[src/tcc_pkg.sv]
// package for the timer control block: offsets, fields, reset values, types
// assumes a 32-bit AXI4-Lite register bus and one 200 MHz clock
package tcc_pkg;

   // ----------------------------------------------------------------
   // register map
   // ----------------------------------------------------------------
   localparam logic [7:0] OFS_CTRL_ONE = 8'h00;
   localparam logic [7:0] OFS_CTRL_TWO = 8'h04;
   localparam logic [7:0] OFS_ARR      = 8'h08;
   localparam logic [7:0] OFS_EVENT    = 8'h0C;
   localparam logic [7:0] OFS_STATUS   = 8'h10;

   localparam logic [15:0] CTRL_ONE_RESET = 16'h0000;
   localparam logic [15:0] CTRL_TWO_RESET = 16'h0000;
   localparam logic [15:0] ARR_RESET      = 16'hFFFF;

   // writable bit masks; everything else stays zero
   localparam logic [15:0] CTRL_ONE_MASK = 16'h03FF;
   localparam logic [15:0] CTRL_TWO_MASK = 16'h00F8;

   // ----------------------------------------------------------------
   // field positions
   // ----------------------------------------------------------------
   localparam int F_RUN   = 0;
   localparam int F_UINH  = 1;
   localparam int F_USRC  = 2;
   localparam int F_SPUL  = 3;
   localparam int F_DIR   = 4;
   localparam int F_CMS   = 5;
   localparam int F_RELOAD_BUFFER_ENABLE  = 7;
   localparam int F_CKD   = 8;
   localparam int F_CHANNEL_REQUEST_TIMING  = 3;
   localparam int F_MMS   = 4;
   localparam int F_INPUT_ONE_XOR_SELECT  = 7;
   localparam int F_UG    = 0;

   localparam logic [1:0] RESP_OKAY   = 2'b00;
   localparam logic [1:0] RESP_SLVERR = 2'b10;

   // ----------------------------------------------------------------
   // types
   // ----------------------------------------------------------------
   typedef enum logic [2:0] {
      MMS_RESET, MMS_ENABLE, MMS_UPDATE, MMS_PULSE,
      MMS_OC1, MMS_OC2, MMS_OC3, MMS_OC4
   } tcc_mms_t;

   typedef enum logic [2:0] {
      SLV_OFF, SLV_ENC1, SLV_ENC2, SLV_ENC3,
      SLV_RESET, SLV_GATED, SLV_TRIGGER, SLV_EXTCLK
   } tcc_slave_t;

   typedef struct packed {
      logic [1:0] filter_clock_divide;
      logic       reload_buffer_enable;
      logic [1:0] centre_align_select;
      logic       dir;
      logic       spul;
      logic       usrc;
      logic       uinh;
      logic       run;
   } tcc_ctrl_one_t;

   typedef struct packed {
      logic       input_one_xor_select;
      tcc_mms_t   master_output_select;
      logic       channel_request_timing;
   } tcc_ctrl_two_t;

   typedef struct packed {
      logic       cc1Event;
      logic [3:0] ocRef;
      logic [2:0] ch;
   } tcc_chan_t;

endpackage

[src/tcc_timer_control.sv]
// control section of a 16-bit timer with trigger output to slave timers
// assumes channels and slave controller sit outside on clock; the counter core is in this block
//
// Design decision made here: the AXI4-Lite interface to the registers.
`timescale 1ns/1ps
`default_nettype none

// What this block does
// - filter sample tick from clock divide field
// - reload value direct or buffered till update
// - edge-aligned counts by direction bit
// - centre modes alternate; compare flags per direction
// - direction bit read-only, shows direction in centre
// - single pulse clears run at update
// - update source selects update request causes
// - update event loads shadow registers
// - inhibit blocks update, generate still reinitialises
// - run set by software; trigger mode sets it
// - upper six bits of register one read zero
// - input one is pin one or xor
// - code 000 drives generate onto trigger output
// - code 001 drives counter enable signal
// - code 010 drives update event
// - code 011 pulses on channel one event
// - codes 100-111 drive compare references
// - channel requests on channel or update event
// - half-word and word accesses accepted
// - low three bits of register two read zero
// - gated mode counts only while trigger high
// - trigger mode starts counter on rising edge
module tcc_timer_control #(
   parameter int CNT_WIDTH = 16
) (
   // clock and reset
   input  wire logic                 clock,
   input  wire logic                 srst,
   // axi4-lite write
   input  wire logic [7:0]           s_axi_awaddr,
   input  wire logic                 s_axi_awvalid,
   output var  logic                 s_axi_awready,
   input  wire logic [31:0]          s_axi_wdata,
   input  wire logic [3:0]           s_axi_wstrb,
   input  wire logic                 s_axi_wvalid,
   output var  logic                 s_axi_wready,
   output var  logic [1:0]           s_axi_bresp,
   output var  logic                 s_axi_bvalid,
   input  wire logic                 s_axi_bready,
   // axi4-lite read
   input  wire logic [7:0]           s_axi_araddr,
   input  wire logic                 s_axi_arvalid,
   output var  logic                 s_axi_arready,
   output var  logic [31:0]          s_axi_rdata,
   output var  logic [1:0]           s_axi_rresp,
   output var  logic                 s_axi_rvalid,
   input  wire logic                 s_axi_rready,
   // pins and neighbouring logic
   input  wire logic [2:0]           chPin,
   input  wire tcc_pkg::tcc_chan_t   chan,
   input  wire tcc_pkg::tcc_slave_t  slaveMode,
   input  wire logic                 triggerInput,
   input  wire logic                 masterSlaveSync,
   input  wire logic                 slaveUpdate,
   // outputs
   output var  logic                 triggerOutput,
   output var  logic                 timerInputOne,
   output var  logic                 filterTick,
   output var  logic                 counterEnableSignal,
   output var  logic [CNT_WIDTH-1:0] counterValue,
   output var  logic                 updateEvent,
   output var  logic                 updateRequest,
   output var  logic                 chanRequest,
   output var  logic                 compareFlagEnable
);

   // ----------------------------------------------------------------
   // registers
   // ----------------------------------------------------------------
   tcc_pkg::tcc_ctrl_one_t ctlOne_q;
   tcc_pkg::tcc_ctrl_two_t ctlTwo_q;
   logic [15:0] arrPre_q;
   logic [15:0] arrShadow_q;
   logic [CNT_WIDTH-1:0] cnt_q;
   logic        downNow_q;
   logic        ugPulse_q;
   logic [2:0]  pinSync1_q;
   logic [2:0]  pinSync2_q;
   logic        trigSync1_q;
   logic        trigSync2_q;
   logic        trigPrev_q;
   logic [1:0]  divCnt_q;
   logic        trigDly_q;

   // bus state
   logic        awHeld_q;
   logic        wHeld_q;
   logic [7:0]  awAddr_q;
   logic [31:0] wData_q;
   logic [3:0]  wStrb_q;

   // ----------------------------------------------------------------
   // helpers
   // ----------------------------------------------------------------
   function automatic logic [15:0] merge16(input logic [15:0] old,
                                           input logic [31:0] data,
                                           input logic [3:0]  strb,
                                           input logic [15:0] mask);
      logic [15:0] res;
      res = old;
      if (strb[0]) res[7:0] = data[7:0];
      if (strb[1]) res[15:8] = data[15:8];
      return res & mask;
   endfunction

   function automatic logic halfOrWord(input logic [3:0] strb);
      return (strb == 4'h3) || (strb == 4'hF) || (strb == 4'hC);
   endfunction

   // ----------------------------------------------------------------
   // write channel
   // ----------------------------------------------------------------
   logic wrGo;
   logic wrOk;
   logic wrOne;
   logic wrTwo;
   logic wrArr;
   logic wrEvt;
   logic centreMode;
   logic readOnlyDir;
   logic swUpdate;
   logic overflow;
   logic cntStep;
   logic rawUpdate;
   logic trigRise;
   logic [15:0] oneMerged;
   logic [15:0] twoMerged;

   assign wrGo  = awHeld_q && wHeld_q && !s_axi_bvalid;
   assign wrOk  = halfOrWord(wStrb_q);
   assign wrOne = wrGo && wrOk && awAddr_q == tcc_pkg::OFS_CTRL_ONE;
   assign wrTwo = wrGo && wrOk && awAddr_q == tcc_pkg::OFS_CTRL_TWO;
   assign wrArr = wrGo && wrOk && awAddr_q == tcc_pkg::OFS_ARR;
   assign wrEvt = wrGo && wrOk && awAddr_q == tcc_pkg::OFS_EVENT;

   always_ff @(posedge clock) begin
      if (srst) begin
         awHeld_q      <= 1'b0;
         wHeld_q       <= 1'b0;
         awAddr_q      <= 8'h00;
         wData_q       <= 32'h0000_0000;
         wStrb_q       <= 4'h0;
         s_axi_awready <= 1'b0;
         s_axi_wready  <= 1'b0;
         s_axi_bvalid  <= 1'b0;
         s_axi_bresp   <= tcc_pkg::RESP_OKAY;
      end else begin
         s_axi_awready <= !awHeld_q && !s_axi_awready && s_axi_awvalid;
         s_axi_wready  <= !wHeld_q && !s_axi_wready && s_axi_wvalid;
         if (s_axi_awvalid && s_axi_awready) begin
            awHeld_q <= 1'b1;
            awAddr_q <= {s_axi_awaddr[7:2], 2'b00};
         end
         if (s_axi_wvalid && s_axi_wready) begin
            wHeld_q <= 1'b1;
            wData_q <= s_axi_wdata;
            wStrb_q <= s_axi_wstrb;
         end
         if (wrGo) begin
            awHeld_q     <= 1'b0;
            wHeld_q      <= 1'b0;
            s_axi_bvalid <= 1'b1;
            s_axi_bresp  <= (wrOne || wrTwo || wrArr || wrEvt) ?
                            tcc_pkg::RESP_OKAY : tcc_pkg::RESP_SLVERR;
         end else if (s_axi_bvalid && s_axi_bready) begin
            s_axi_bvalid <= 1'b0;
         end
      end
   end

   // ----------------------------------------------------------------
   // read channel
   // ----------------------------------------------------------------
   always_ff @(posedge clock) begin
      if (srst) begin
         s_axi_arready <= 1'b0;
         s_axi_rvalid  <= 1'b0;
         s_axi_rdata   <= 32'h0000_0000;
         s_axi_rresp   <= tcc_pkg::RESP_OKAY;
      end else begin
         s_axi_arready <= !s_axi_rvalid && !s_axi_arready && s_axi_arvalid;
         if (s_axi_arvalid && s_axi_arready) begin
            s_axi_rvalid <= 1'b1;
            s_axi_rresp  <= tcc_pkg::RESP_OKAY;
            case (s_axi_araddr[7:2])
               6'h00:   s_axi_rdata <= {22'h0, ctlOne_q};
               6'h01:   s_axi_rdata <= {24'h0, ctlTwo_q, 3'b000};
               6'h02:   s_axi_rdata <= {16'h0, arrPre_q};
               6'h03:   s_axi_rdata <= 32'h0000_0000;
               6'h04:   s_axi_rdata <= {{(32-CNT_WIDTH){1'b0}}, cnt_q};
               default: begin
                  s_axi_rdata <= 32'h0000_0000;
                  s_axi_rresp <= tcc_pkg::RESP_SLVERR;
               end
            endcase
         end else if (s_axi_rvalid && s_axi_rready) begin
            s_axi_rvalid <= 1'b0;
         end
      end
   end

   // ----------------------------------------------------------------
   // control registers
   // ----------------------------------------------------------------
   assign centreMode  = ctlOne_q.centre_align_select != 2'b00;
   assign readOnlyDir = centreMode || slaveMode == tcc_pkg::SLV_ENC1 ||
                        slaveMode == tcc_pkg::SLV_ENC2 ||
                        slaveMode == tcc_pkg::SLV_ENC3;
   assign swUpdate    = wrEvt && wData_q[tcc_pkg::F_UG] && wStrb_q[0];
   assign trigRise    = trigSync2_q && !trigPrev_q;
   // masked merges keep reserved bits zero
   assign oneMerged   = merge16({6'h00, ctlOne_q}, wData_q, wStrb_q,
                                tcc_pkg::CTRL_ONE_MASK);
   assign twoMerged   = merge16({8'h00, ctlTwo_q, 3'b000}, wData_q, wStrb_q,
                                tcc_pkg::CTRL_TWO_MASK);

   always_ff @(posedge clock) begin
      if (srst) begin
         ctlOne_q <= tcc_pkg::CTRL_ONE_RESET[9:0];
      end else begin
         if (wrOne) begin
            ctlOne_q <= oneMerged[9:0];
            if (readOnlyDir) ctlOne_q.dir <= downNow_q;
         end else if (readOnlyDir) begin
            ctlOne_q.dir <= downNow_q;
         end
         if (slaveMode == tcc_pkg::SLV_TRIGGER && trigRise)
            ctlOne_q.run <= 1'b1;
         if (ctlOne_q.spul && rawUpdate)
            ctlOne_q.run <= 1'b0;
      end
   end

   always_ff @(posedge clock) begin
      if (srst) begin
         ctlTwo_q <= tcc_pkg::CTRL_TWO_RESET[7:3];
      end else if (wrTwo) begin
         ctlTwo_q <= twoMerged[7:3];
      end
   end

   always_ff @(posedge clock) begin
      if (srst) begin
         arrPre_q    <= tcc_pkg::ARR_RESET;
         arrShadow_q <= tcc_pkg::ARR_RESET;
      end else begin
         if (wrArr)
            arrPre_q <= merge16(arrPre_q, wData_q, wStrb_q, 16'hFFFF);
         if (wrArr && !ctlOne_q.reload_buffer_enable)
            arrShadow_q <= merge16(arrPre_q, wData_q, wStrb_q, 16'hFFFF);
         else if (updateEvent)
            arrShadow_q <= arrPre_q;
      end
   end

   // ----------------------------------------------------------------
   // pin sync, filter tick, input one
   // ----------------------------------------------------------------
   always_ff @(posedge clock) begin
      if (srst) begin
         pinSync1_q  <= 3'b000;
         pinSync2_q  <= 3'b000;
         trigSync1_q <= 1'b0;
         trigSync2_q <= 1'b0;
         trigPrev_q  <= 1'b0;
      end else begin
         pinSync1_q  <= chPin;
         pinSync2_q  <= pinSync1_q;
         trigSync1_q <= triggerInput;
         trigSync2_q <= trigSync1_q;
         trigPrev_q  <= trigSync2_q;
      end
   end

   always_ff @(posedge clock) begin
      if (srst) timerInputOne <= 1'b0;
      else if (ctlTwo_q.input_one_xor_select) timerInputOne <= ^pinSync2_q;
      else timerInputOne <= pinSync2_q[0];
   end

   always_ff @(posedge clock) begin
      if (srst) begin
         divCnt_q   <= 2'b00;
         filterTick <= 1'b0;
      end else begin
         divCnt_q <= divCnt_q + 2'b01;
         case (ctlOne_q.filter_clock_divide)
            2'b00:   filterTick <= 1'b1;
            2'b01:   filterTick <= divCnt_q[0];
            2'b10:   filterTick <= divCnt_q == 2'b11;
            default: filterTick <= 1'b0;
         endcase
      end
   end

   // ----------------------------------------------------------------
   // counter, direction, update
   // ----------------------------------------------------------------
   // enable needs run; gated needs trigger high
   assign cntStep = ctlOne_q.run &&
                    (slaveMode != tcc_pkg::SLV_GATED || trigSync2_q);
   assign overflow = cntStep &&
      (downNow_q ? cnt_q == '0 : cnt_q == CNT_WIDTH'(arrShadow_q));
   assign rawUpdate = !ctlOne_q.uinh && (overflow || swUpdate || slaveUpdate);

   always_ff @(posedge clock) begin
      if (srst) begin
         cnt_q     <= '0;
         downNow_q <= 1'b0;
      end else if (swUpdate || slaveUpdate) begin
         cnt_q <= downNow_q ? CNT_WIDTH'(arrShadow_q) : '0;
      end else if (cntStep) begin
         if (centreMode) begin
            if (!downNow_q && cnt_q == CNT_WIDTH'(arrShadow_q)) begin
               downNow_q <= 1'b1;
               cnt_q     <= cnt_q - 1'b1;
            end else if (downNow_q && cnt_q == '0) begin
               downNow_q <= 1'b0;
               cnt_q     <= cnt_q + 1'b1;
            end else begin
               cnt_q <= downNow_q ? cnt_q - 1'b1 : cnt_q + 1'b1;
            end
         end else begin
            downNow_q <= ctlOne_q.dir;
            if (overflow)
               cnt_q <= downNow_q ? CNT_WIDTH'(arrShadow_q) : '0;
            else
               cnt_q <= downNow_q ? cnt_q - 1'b1 : cnt_q + 1'b1;
         end
      end
   end

   // ----------------------------------------------------------------
   // event outputs
   // ----------------------------------------------------------------
   always_ff @(posedge clock) begin
      if (srst) begin
         updateEvent         <= 1'b0;
         updateRequest       <= 1'b0;
         chanRequest         <= 1'b0;
         ugPulse_q           <= 1'b0;
         counterEnableSignal <= 1'b0;
         counterValue        <= '0;
         compareFlagEnable   <= 1'b0;
         trigDly_q           <= 1'b0;
      end else begin
         updateEvent <= rawUpdate;
         updateRequest <= !ctlOne_q.uinh &&
                          (ctlOne_q.usrc ? overflow : rawUpdate);
         chanRequest <= ctlTwo_q.channel_request_timing ? rawUpdate : chan.cc1Event;
         ugPulse_q <= swUpdate || slaveUpdate;
         counterEnableSignal <= ctlOne_q.run ||
            (slaveMode == tcc_pkg::SLV_GATED && trigSync2_q);
         trigDly_q <= counterEnableSignal;
         counterValue <= cnt_q;
         case (ctlOne_q.centre_align_select)
            2'b01:   compareFlagEnable <= downNow_q;
            2'b10:   compareFlagEnable <= !downNow_q;
            default: compareFlagEnable <= 1'b1;
         endcase
      end
   end

   // ----------------------------------------------------------------
   // trigger output mux
   // ----------------------------------------------------------------
   always_ff @(posedge clock) begin
      if (srst) begin
         triggerOutput <= 1'b0;
      end else begin
         case (ctlTwo_q.master_output_select)
            tcc_pkg::MMS_RESET:  triggerOutput <= ugPulse_q;
            tcc_pkg::MMS_ENABLE: triggerOutput <= masterSlaveSync ?
               counterEnableSignal : trigDly_q;
            tcc_pkg::MMS_UPDATE: triggerOutput <= updateEvent;
            tcc_pkg::MMS_PULSE:  triggerOutput <= chan.cc1Event;
            tcc_pkg::MMS_OC1:    triggerOutput <= chan.ocRef[0];
            tcc_pkg::MMS_OC2:    triggerOutput <= chan.ocRef[1];
            tcc_pkg::MMS_OC3:    triggerOutput <= chan.ocRef[2];
            tcc_pkg::MMS_OC4:    triggerOutput <= chan.ocRef[3];
            default:             triggerOutput <= 1'b0;
         endcase
      end
   end

   // ----------------------------------------------------------------
   // assertions
   // ----------------------------------------------------------------
   property p_spul;
      @(posedge clock) disable iff (srst)
      ctlOne_q.spul && rawUpdate && !wrOne |=> !ctlOne_q.run;
   endproperty
   a_spul: assert property (p_spul) else $error("run kept after pulse");

   property p_inhibit;
      @(posedge clock) disable iff (srst)
      ctlOne_q.uinh |=> !updateEvent;
   endproperty
   a_inhibit: assert property (p_inhibit) else $error("update inhibited");

   property p_mms_upd;
      @(posedge clock) disable iff (srst)
      ctlTwo_q.master_output_select == tcc_pkg::MMS_UPDATE && $stable(ctlTwo_q)
         |=> triggerOutput == $past(updateEvent);
   endproperty
   a_mms_upd: assert property (p_mms_upd) else $error("mms update");

   property p_mms_oc;
      @(posedge clock) disable iff (srst)
      ctlTwo_q.master_output_select == tcc_pkg::MMS_OC2 |=> triggerOutput == $past(chan.ocRef[1]);
   endproperty
   a_mms_oc: assert property (p_mms_oc) else $error("mms oc2");

   property p_mms_ug;
      @(posedge clock) disable iff (srst)
      swUpdate && ctlTwo_q.master_output_select == tcc_pkg::MMS_RESET && !wrTwo ##1
      ctlTwo_q.master_output_select == tcc_pkg::MMS_RESET |=> triggerOutput;
   endproperty
   a_mms_ug: assert property (p_mms_ug) else $error("mms reset");

   property p_res_one;
      @(posedge clock) disable iff (srst)
      s_axi_arvalid && s_axi_arready && s_axi_araddr[7:2] == 6'h00
         |=> s_axi_rdata[15:10] == 6'h00;
   endproperty
   a_res_one: assert property (p_res_one) else $error("reserved set");

   property p_gated;
      @(posedge clock) disable iff (srst)
      slaveMode == tcc_pkg::SLV_GATED && !trigSync2_q && !swUpdate &&
      !slaveUpdate |=> $stable(cnt_q);
   endproperty
   a_gated: assert property (p_gated) else $error("gated count");

   property p_trig;
      @(posedge clock) disable iff (srst)
      slaveMode == tcc_pkg::SLV_TRIGGER && trigRise && !updateEvent
         |=> ctlOne_q.run;
   endproperty
   a_trig: assert property (p_trig) else $error("trigger start");

   property p_channel_request_timing;
      @(posedge clock) disable iff (srst)
      ctlTwo_q.channel_request_timing && !rawUpdate |=> !chanRequest;
   endproperty
   a_channel_request_timing: assert property (p_channel_request_timing) else $error("request timing");

   c_update: cover property (@(posedge clock) updateEvent);
   c_centre: cover property (@(posedge clock) centreMode && downNow_q);
   c_trigger_output: cover property (@(posedge clock) triggerOutput);

endmodule // tcc_timer_control

`default_nettype wire

[config.mk]
export PLATFORM = sky130hd
export DESIGN_NAME = tcc_timer_control
export DESIGN_NICKNAME = d
export VERILOG_FILES = /design/src/tcc_pkg.sv /design/src/tcc_timer_control.sv
export SDC_FILE = /design/constraint.sdc
export NUM_CORES = 1
export LEC_CHECK = 0
export BUFFER_PORTS_ARGS = -buffer_cell sky130_fd_sc_hd__buf_2
export CAP_MARGIN = 25
export CORE_AREA = 8 8 175 111
export DETAILED_ROUTE_END_ITERATION = 6
export DIE_AREA = 0 0 183 119
export PLACE_DENSITY = 0.69
export SYNTH_ARGS = -nofsm -noshare
export SYNTH_HDL_FRONTEND = slang
export SYNTH_SLANG_ARGS = --single-unit
export TNS_END_PERCENT = 100
[constraint.sdc]
create_clock -name clock -period 2.3 [get_ports clock]
set_input_delay 0.115 -clock clock [delete_from_list [all_inputs] [get_ports clock]]
set_output_delay 0.115 -clock clock [all_outputs]
set_load 0.05 [all_outputs]
After elaboration in Yosys (flattened, before gate mapping). Index checks and enable logic that the tools add are counted.

Flip-flop bits (word level): 170. Output and inout port bits: 65. Word-level logic and storage cells: 194.

Add/sub/neg operators: 3. Equality and inequality tests: 30. Mux-type cells: 36. Bitwise gates (word level): 1. Reduce and logical (&&, ||, !) cells: 79.

Operator list (count): 2-to-1 mux 16 bit (10); case mux 16 bit (4 select lines) (1); logical AND 1 bit (31); == test 6 x 2 -> 1 bit, second input constant (4); == test 3 bit, second input constant (6); nonzero test 2 bit (9); 2-to-1 mux 1 bit (17); adder 16 x 1 -> 16 bit, second input constant (1); == test 16 bit (1); logical NOT 16 bit (1); 2-to-1 mux 8 bit (2); subtractor 16 x 1 -> 16 bit, second input constant (1); logical OR 1 bit (13); == test 3 x 2 -> 1 bit, second input constant (4); == test 6 x 1 -> 1 bit, second input constant (2); logical NOT 1 bit (11); AND reduction 2 bit (5); == test 4 bit, second input constant (2); logical NOT 8 bit (1); case mux 1 bit (8 select lines) (1); == test 2 bit, second input constant (3); == test 3 x 1 -> 1 bit, second input constant (2); == test 6 x 3 -> 1 bit, second input constant (1); logical NOT 6 bit (1); other kinds (16) (19).

Logic depth before layout (Yosys ltp). Gate-level depths: netlist of the first run.

Word-level depth: 12. Gate-level depth with buffers: 11. Mapped depth without buffers: 9.

Worst setup path after synthesis of the first run. Ideal clock, no wire load.

Kind: flip-flop to flip-flop. Start point: register cnt_q[0]. End point: register cnt_q[8]. Library setup time: 135 ps. Arrival: 2137 ps. Required time: 2165 ps. Slack: 28 ps. Stages on the path, launching flop included: 12. Period minus slack after synthesis: 2272 ps. Cells stage by stage: dfxtp_1 > buf_2 > inv_1 > ha_1 > nor3b_1 > nand4b_2 > o31ai_4 > o31a_4 > buf_6 > a21oi_1 > a2111oi_2 > nor4_2.

Cells in the longest elaborated chain, start to end: 7. Elaborated cells between the ends (all ways): 15. Those cells by class: add/sub (2); eq/ne (1); mux (8); reduce/logical (4).

RTL lines: from (decl) (RTL line tcc_timer_control.sv:82) `logic [CNT_WIDTH-1:0] cnt_q;`; from (signal assigned) (RTL line tcc_timer_control.sv:319) `cnt_q <= downNow_q ? CNT_WIDTH'(arrShadow_q) : '0;`; from (signal assigned) (RTL line tcc_timer_control.sv:324) `cnt_q <= cnt_q - 1'b1;`; from (signal assigned) (RTL line tcc_timer_control.sv:327) `cnt_q <= cnt_q + 1'b1;`; adder 16 x 1 -> 16 bit (tied with other cells) (RTL line tcc_timer_control.sv:327, tcc_timer_control.sv:329, tcc_timer_control.sv:336); 2-to-1 mux 16 bit (tied with other cells) (RTL line tcc_timer_control.sv:329, tcc_timer_control.sv:336); 2-to-1 mux 16 bit or logical AND 1 bit (tied branches) (RTL line tcc_timer_control.sv:325, tcc_timer_control.sv:310); 2-to-1 mux 16 bit (on tied branches) (RTL line tcc_timer_control.sv:322, tcc_timer_control.sv:333); 2-to-1 mux 16 bit (*) (RTL line tcc_timer_control.sv:321) `if (centreMode) begin`; 2-to-1 mux 16 bit (*) (RTL line tcc_timer_control.sv:320) `end else if (cntStep) begin`; 2-to-1 mux 16 bit (*) (RTL line tcc_timer_control.sv:318) `end else if (swUpdate || slaveUpdate) begin`.

Every way passes the cells marked *; elsewhere a longest branch is shown, timed or not. The select of a mux whose other input is x is not followed. A chain may end at the register's enable or synchronous reset.

Final worst setup path of the first run.
Start point: register cnt_q[7]. End point: register cnt_q[4].

Cells in the longest elaborated chain, start to end: 7. Elaborated cells between the ends (all ways): 12. Those cells by class: eq/ne (1); mux (7); reduce/logical (4).

RTL lines (RTL line): == test 16 bit or logical NOT 16 bit (tied branches) (tcc_timer_control.sv:311, tcc_timer_control.sv:322, tcc_timer_control.sv:325); 2-to-1 mux 1 bit or logical AND 1 bit (tied branches) (tcc_timer_control.sv:311, tcc_timer_control.sv:325); logical AND 1 bit or 2-to-1 mux 16 bit (tied branches) (tcc_timer_control.sv:310, tcc_timer_control.sv:325); 2-to-1 mux 16 bit (on tied branches) (tcc_timer_control.sv:333, tcc_timer_control.sv:322); 2-to-1 mux 16 bit (*) (tcc_timer_control.sv:321); 2-to-1 mux 16 bit (*) (tcc_timer_control.sv:320); 2-to-1 mux 16 bit (*) (tcc_timer_control.sv:318).

Marked as above.

==> results.tsv, run 1 <==
metric	value	unit
# H-tree levels	4	
setup TNS	-51.2	ps
cells along the critical path	buf_6 > nor4_4 > nand4b_4 > buf_6 > o31ai_4 > o31a_4 > buf_6 > o21ai_2 > a222oi_1 > nor3_1	
most common cell in the netlist	dfxtp_1	
row cnt	37	
CTS Buf Count	17	
crit path time final	2340	ps
Post-synth ARST share	0	%
chip width	183	µm
number of nets in the final layout	1137	
final hold violations	0	
status	finished, violations left	
LEAKAGE	4.12	nW
Setup WS post-layout	-43.2	ps
first-pass GRT wire length	37900	µm
IO Port Bufs	99	
Placed Cells	1219	
chip height	119	µm
cells after synthesis	848	
CTS max path bufs	2	
RSZ-0062 raised after global routing	yes	
crit path to	cnt_q[4]	
Die ar.	21800	µm²
all-layer global routing usage	21.7	%
gpl congestion	0.944	
Slew @ Worst Pin	886	ps
Critical Path End Type	flop	
Commonest cells post-synth	152 x dfxtp_1, 110 x nand2_1, 81 x nor2_1, 59 x a21oi_1, 35 x clkbuf_1	
period utilisation layout	102	%
count of cell types in the netlist	82	
VDD IR max	534	µV
yosys warns	0	
final slew viol count	0	
HPWL Detailed	17300	µm
Clk Latency, worst-skew pair	430	ps
most frequent CP cell	buf_6	
synth top area cells	dfxtp_1 41%, nand2_1 5.6%, nor2_1 4.1%	
WP buf/inv	3	
slowest CP cell	dfxtp_2	
Worst Path Arrival	2640	ps
largest area contributor in the netlist	dfxtp_1	
Max-Cap Viols	0	
diode count	0	
grt total ovfl	0	
startpoint types	flop	
WS Path Type	reg -> reg	
Critical Path Start	cnt_q[7]	
Root Buffer	clkbuf_16	
Antenna Nets Post-Route	0	
Rel. slew slack	40.7	%
PwrDens	661	nW/µm²
Setup Skew	13.2	ps
min-delay worst type	in -> reg	
TritonCTS Sinks	152	
pin count of the biggest net entering global routing	76	
syn_area_per_cell	8.77	µm²
Crit Path Max Fanout	6	
Final Non-Filler Cells	1301	
area grow syn2layout	34.5	%
FF-to-FF path depth	10	
CP peak stage delay	340	ps
WP depth	10	
drt initial violations	863	
register bit total from synthesis	152	
CTS clk-pin slew, worst paths	70	ps
TritonCTS clock tree	done	
sequential-to-total area share from yosys stat	40.9	%
endpoints failing setup	3	
flop2flop setup slack	-40	ps
initial antenna violation count	0	
EDFF count, synth	0	
DRC Markers	0	
Crit path max-delay family	compound AO/OA/AOI/OAI gates	
FMAX	427	MHz
Initial DRT Pass Iterations	6	
data required time of the critical path	2600	ps
reg-to-reg critical path endpoint	cnt_q[4]	
RR Startpoint	cnt_q[7]	
via count	7255	
core area	16800	µm²
mapped cell area	7430	µm²
layout cell share with drive strength beyond 1	30.9	%
Fillers	1493	
vias in the first global route	6827	
starting density of the core	44.4	%
Ports	141	
top cell type's share of synthesized area	40.9	%
failing checks	setup timing	
main flop type after synthesis	dfxtp_1	
Vias/cell	5.58	
drt total wl	24500	µm
wire length per cell	18.8	µm
==> worst min-delay path by stage <==
| stage | from | to | slack (ps) | depth (start not counted) |
|---|---|---|---|---|
| 2_1_floorplan | chPin[0] | pinSync1_q[0] | 240 | 1 |
| 3_3_place_gp | chPin[2] | pinSync1_q[2] | 330 | 2 |
| 3_5_place_dp | chPin[2] | pinSync1_q[2] | 340 | 2 |
| 4_1_cts | s_axi_awvalid | s_axi_awready | 8 | 2 |
| 5_1_grt | s_axi_awvalid | awAddr_q[5] | 20 | 3 |
| 6_report | s_axi_awvalid | s_axi_awready | 20 | 2 |
==> sequential cells by signal, indices dropped and copies added, names as in the netlist, 4 cells and up <==
name          cells
s_axi_rdata      16
arrShadow_q      16
awAddr_q          6
arrPre_q         16
wData_q          16
counterValue     16
ctlOne_q         10
cnt_q            16
wStrb_q           4
ctlTwo_q          5
==> worst register-to-register path: cells and delay by family (launching register included) <==
family | cells | cell delay (ps)
compound gates | 4 | 870
buf+inv | 3 | 400
simple gates | 3 | 600
flops | 1 | 340
==> power breakdown <==
group / total [mW] / leakage (nW) / internal [mW] / switching (mW)
Combinational: 1.01 / 2.59 / 0.411 / 0.603
Sequential: 2.79 / 1.24 / 2.72 / 0.0679
Clock: 2.80 / 0.287 / 1.54 / 1.26
Total: 6.61 / 4.12 / 4.67 / 1.94
==> cell families (layout without fill, tap and decap cells) <==
group	count (synthesis)	in the layout	share of synthesized area, %
adder cells (fa/ha/maj)	7	7	1.18
AND/OR/NAND/NOR	332	332	23.5
multiplexers	21	21	3.20
flip-flops	152	152	40.9
XOR/XNOR	31	31	3.75
AO/OA/AOI/OAI	203	204	20.5
other	1	18	0.0504
buffers and inverters	101	302	6.88
==> layout by cell type, fill, tap and decap left out, drive strengths merged, types with 18 or more instances in the layout <==
master       count
inv             28
nand2          111
nor2            83
xor2            24
dfxtp          152
a21o            20
a21oi           59
a221o           24
dlygate4sd3     36
conb            18
buf            216
nor2b           25
o21ai           21
nor3            24
==> final cells by class <==
type	count	area, µm²	area share [%]
timing repair buffer	252	1830	18.3
multi-input combinational	613	4170	41.7
inverter	18	67.6	0.676
tap	234	293	2.93
clock inverter	15	154	1.54
clock buffer	17	425	4.25
sequential	152	3060	30.6
==> what timing repair did <==
action,4_1_cts,5_1_grt
pin swaps,7,19
setup buffers,4,10
hold buffers,36,0
gates cloned,0,1
gates resized for setup,17,42
endpoints found under the setup margin,11,32
endpoints found under the hold margin,35,0
==> per-stage QoR <==
stage	util (%)	area (µm²)	worst slack (ps)	power, mW	hold WS [ps]
after detailed placement	51.8	8670	-156	3.72	336
after floorplan	-	7500	27.7	3.42	243
after global placement	51.8	8670	-140	3.71	335
after global routing	59.7	10000	-102	6.82	21.0
final	59.7	10000	-43.2	6.61	18.2
after CTS	57.9	9710	-1.52	6.55	8.27
==> layer usage <==
layer | up-vias | wire length (µm) | GRT usage [%] | part of all wire, %
met2 | 376 | 9920 | 30.0 | 41
met5 | - | 0 | 0 | 0
met4 | 0 | 340 | 6.17 | 1.4
met3 | 44 | 2540 | 5.92 | 10
li1 | 3418 | - | - | -
met1 | 3417 | 11700 | 32.1 | 48
(Power assumes the default switching activity.)
==> inputs of run 2 (changes only) <==
--- a/config.mk
+++ b/config.mk
@@ -5,11 +5,12 @@
 export SDC_FILE = /design/constraint.sdc
 export NUM_CORES = 1
 export LEC_CHECK = 0
+export ABC_AREA = 1
 export BUFFER_PORTS_ARGS = -buffer_cell sky130_fd_sc_hd__buf_2
 export CAP_MARGIN = 25
-export CORE_AREA = 8 8 175 111
+export CORE_AREA = 8 8 177 112
 export DETAILED_ROUTE_END_ITERATION = 6
-export DIE_AREA = 0 0 183 119
+export DIE_AREA = 0 0 185 120
 export PLACE_DENSITY = 0.69
 export SYNTH_ARGS = -nofsm -noshare
 export SYNTH_HDL_FRONTEND = slang
==> run 2 against run 1 <==
Against the previous run: the flow now finishes without violations; critical path depth is 3 higher; maximum frequency up 10%; clock-buffer cell count up 1; cell area shrank 6.5%; global-route usage shrank 0.33 points; final cell count increased by 14%; sequential power barely moved; sequential share of layout area is 2.0 points higher; die area up 1.9%; clock power shrank 1%; largest power group is now registers.
==> results.tsv, run 2 <==
metric	value	unit	change
chip height	120	µm	+0.84%
core area	17400	µm²	+3.8%
commonest non-fill, non-tap cell in the layout	nand2_1		
most frequent cells in the layout	214 x nand2_1, 152 x dfxtp_1, 127 x nor2_1, 125 x o21ai_0, 112 x inv_1		
largest area contributor in the netlist	dfxtp_1		
Rel. slew slack	64.1	%	+23 points
grt total ovfl	0		unchanged
Vias/cell	5.18		-7.1%
vias in the first global route	6985		+2.3%
RSZ-0062 raised after global routing	no		
setup TNS	0	ps	+51.2 ps
area grow syn2layout	22.9	%	
main flop type after synthesis	dfxtp_1		
Flop pwr share	43.6	%	+1.4 points
VDD IR max	463	µV	-13%
endpoints failing setup	0		-3
Worst Path Arrival	2490	ps	-150 ps
cells along the critical path	inv_2 > nand2_1 > nand2_1 > nor2_1 > nand2_1 > nor2_4 > nand4_1 > a21boi_2 > buf_4 > nand3_1 > nand2_1 > nand2_1 > a21oi_2		
syn_area_per_cell	6.97	µm²	-21%
CTS max path bufs	2		unchanged
diode count	0		unchanged
initial antenna violation count	0		unchanged
pin count of the biggest net entering global routing	62		-18%
LEAKAGE	4.27	nW	+3.7%
register bit total from synthesis	152		unchanged
PwrDens	686	nW/µm²	+3.9%
total power	6.42	mW	-2.9%
min-delay worst type	in -> reg		
Root Buffer	clkbuf_16		
most frequent CP cell	nand2_1		
CTS Buf Count	17		unchanged
drt initial violations	1000		+16%
first-pass GRT wire length	37600	µm	-0.96%
final slew viol count	0		unchanged
yosys warns	0		unchanged
TritonCTS Sinks	152		unchanged
Die ar.	22200	µm²	+1.9%
Initial DRT Pass Iterations	7		+1
sequential-to-total area share from yosys stat	40.0	%	-0.95 points
Setup Skew	11.7	ps	-1.54 ps
drt total wl	24200	µm	-1.1%
data required time of the critical path	2660	ps	+60 ps
TritonCTS clock tree	done		
switching share of total power	29.0	%	-0.30 points
crit path time final	2130	ps	-217 ps
FMAX	470	MHz	+10%
starting density of the core	43.7	%	-0.63 points
CP peak stage delay	480	ps	+140 ps
HPWL Detailed	18100	µm	+4.7%
number of nets in the final layout	1315		+16%
Pint	4.56	mW	-2.5%
Commonest cells post-synth	214 x nand2_1, 152 x dfxtp_1, 128 x nor2_1, 126 x o21ai_0, 113 x inv_1		
status	completed		
Ports	141		unchanged
Max-Cap Viols	0		unchanged
Post-synth ARST share	0	%	unchanged
synth top area cells	dfxtp_1 40%, nand2_1 11%, o21ai_0 8.3%		
startpoint types	flop		
gpl congestion	0.971		+2.9%
Slew @ Worst Pin	538	ps	-348 ps
WS Path Type	reg -> reg		
chip width	185	µm	+1.1%
Critical Path End Type	flop		
layout cell share with drive strength beyond 1	16.8	%	-14 points
CTS clk-pin slew, worst paths	70	ps	about the same
IO Port Bufs	99		unchanged
mapped cell area	7610	µm²	+2.4%
combinational share of power	13.4	%	-2.0 points
Fillers	1714		+15%
most common cell in the netlist	nand2_1		
Crit Path Max Fanout	8		+2
all-layer global routing usage	21.4	%	-0.33 points
period utilisation layout	92.4	%	-9.4 points
DRC Markers	0		unchanged
Antenna Nets Post-Route	0		unchanged
via count	7692		+6.0%
slowest CP cell	dfxtp_1		
count of cell types in the netlist	41		-50%
EDFF count, synth	0		unchanged
row cnt	38		+2.7%
switching pwr	1.86	mW	-3.9%
final hold violations	0		unchanged
# H-tree levels	4		unchanged
wire length per cell	16.3	µm	-13%
top cell type's share of synthesized area	40.0	%	-0.95 points
Clk Latency, worst-skew pair	420	ps	about the same
Clk pwr share	43.0	%	+0.6 points
cells after synthesis	1092		+29%
[run 2: cell types whose count changed in the layout (fill, tap and decap cells not counted), moves of 13 or more]
cell,previous run,this run
a221o_1,24,0
buf_4,107,42
nor2_1,78,127
nand3_1,12,62
mux2i_1,17,0
nand3b_1,17,4
o22ai_1,2,15
nand2_1,108,214
inv_1,16,112
a21o_1,20,0
nor2b_1,24,0
o21ai_0,13,125
[run 2: metal layers]
| metal | share of wire [%] | GRT usage [%] | vias to the layer above |
|---|---|---|---|
| li1 | - | - | 3822 |
| met1 | 50 | 33.1 | 3488 |
| met2 | 38 | 28.3 | 354 |
| met3 | 11 | 5.52 | 28 |
| met4 | 1.2 | 4.93 | 0 |
| met5 | 0 | 0 | - |
[run 2: worst max-delay path: cells and delay by family (launching register included)]
family,cells,cell delay (ps)
AOI/OAI and AO/OA,2,330
buffers and inverters,2,250
DFF,1,480
and+or+nand+nor,9,990
[run 2: cell type report]
type	count	area [µm²]	area share, %
Inverter	123	462	4.94
Tap cell	240	300	3.21
Clock buffer	18	439	4.70
Timing Repair Buffer	177	1190	12.7
Sequential cell	152	3040	32.5
Clock inverter	14	136	1.46
Multi-Input combinational cell	761	3780	40.4
[run 2: logic make-up after synthesis]
family / Yosys count / synth area share (%)
AND/OR/NAND/NOR: 457 / 25.7
AO/OA/AOI/OAI: 250 / 18.5
buffers and inverters: 196 / 11.2
flip-flops: 152 / 40.0
XOR/XNOR: 29 / 3.34
adder cells (fa/ha/maj): 7 / 1.15
other: 1 / 0.0493
[run 2: repair_timing]
action / CTS / global route
setup endpoints to repair: 0 / 3
resized for setup: 0 / 2
buffers inserted: 0 / 0
hold buffers: 34 / 0
endpoints found under the hold margin: 34 / 0
[run 2: stage by stage]
stage	util (%)	hold slack (ps)	instances	worst slack [ps]	instance area, µm²
detailed placement	48.4	337	1419	193	8430
finish	53.7	32.2	1485	174	9350
global placement	48.4	332	1419	242	8430
floorplan	-	199	1109	368	7670
CTS	53.7	21.8	1485	175	9350
global route	53.7	62.5	1485	30.6	9350
[run 2: worst paths after layout]
kind	startpoint	to	slack (ps)	cells past startpoint
max	cnt_q[9]	cnt_q[14]	170	13
min	slaveMode[1]	counterEnableSignal	30	4
max reg2reg	cnt_q[9]	cnt_q[14]	170	13
min reg2reg	pinSync1_q[2]	pinSync2_q[2]	400	2
[run 2: power by group through the flow]
stage          clock network (mW)  registers, mW  logic, mW
3_3_place_gp                    0           2.86      0.789
5_1_grt                      2.89           2.81      0.939
4_1_cts                      2.77           2.80      0.846
3_5_place_dp                    0           2.86      0.797
6_report                     2.76           2.80      0.858
2_1_floorplan                   0           2.90      0.525
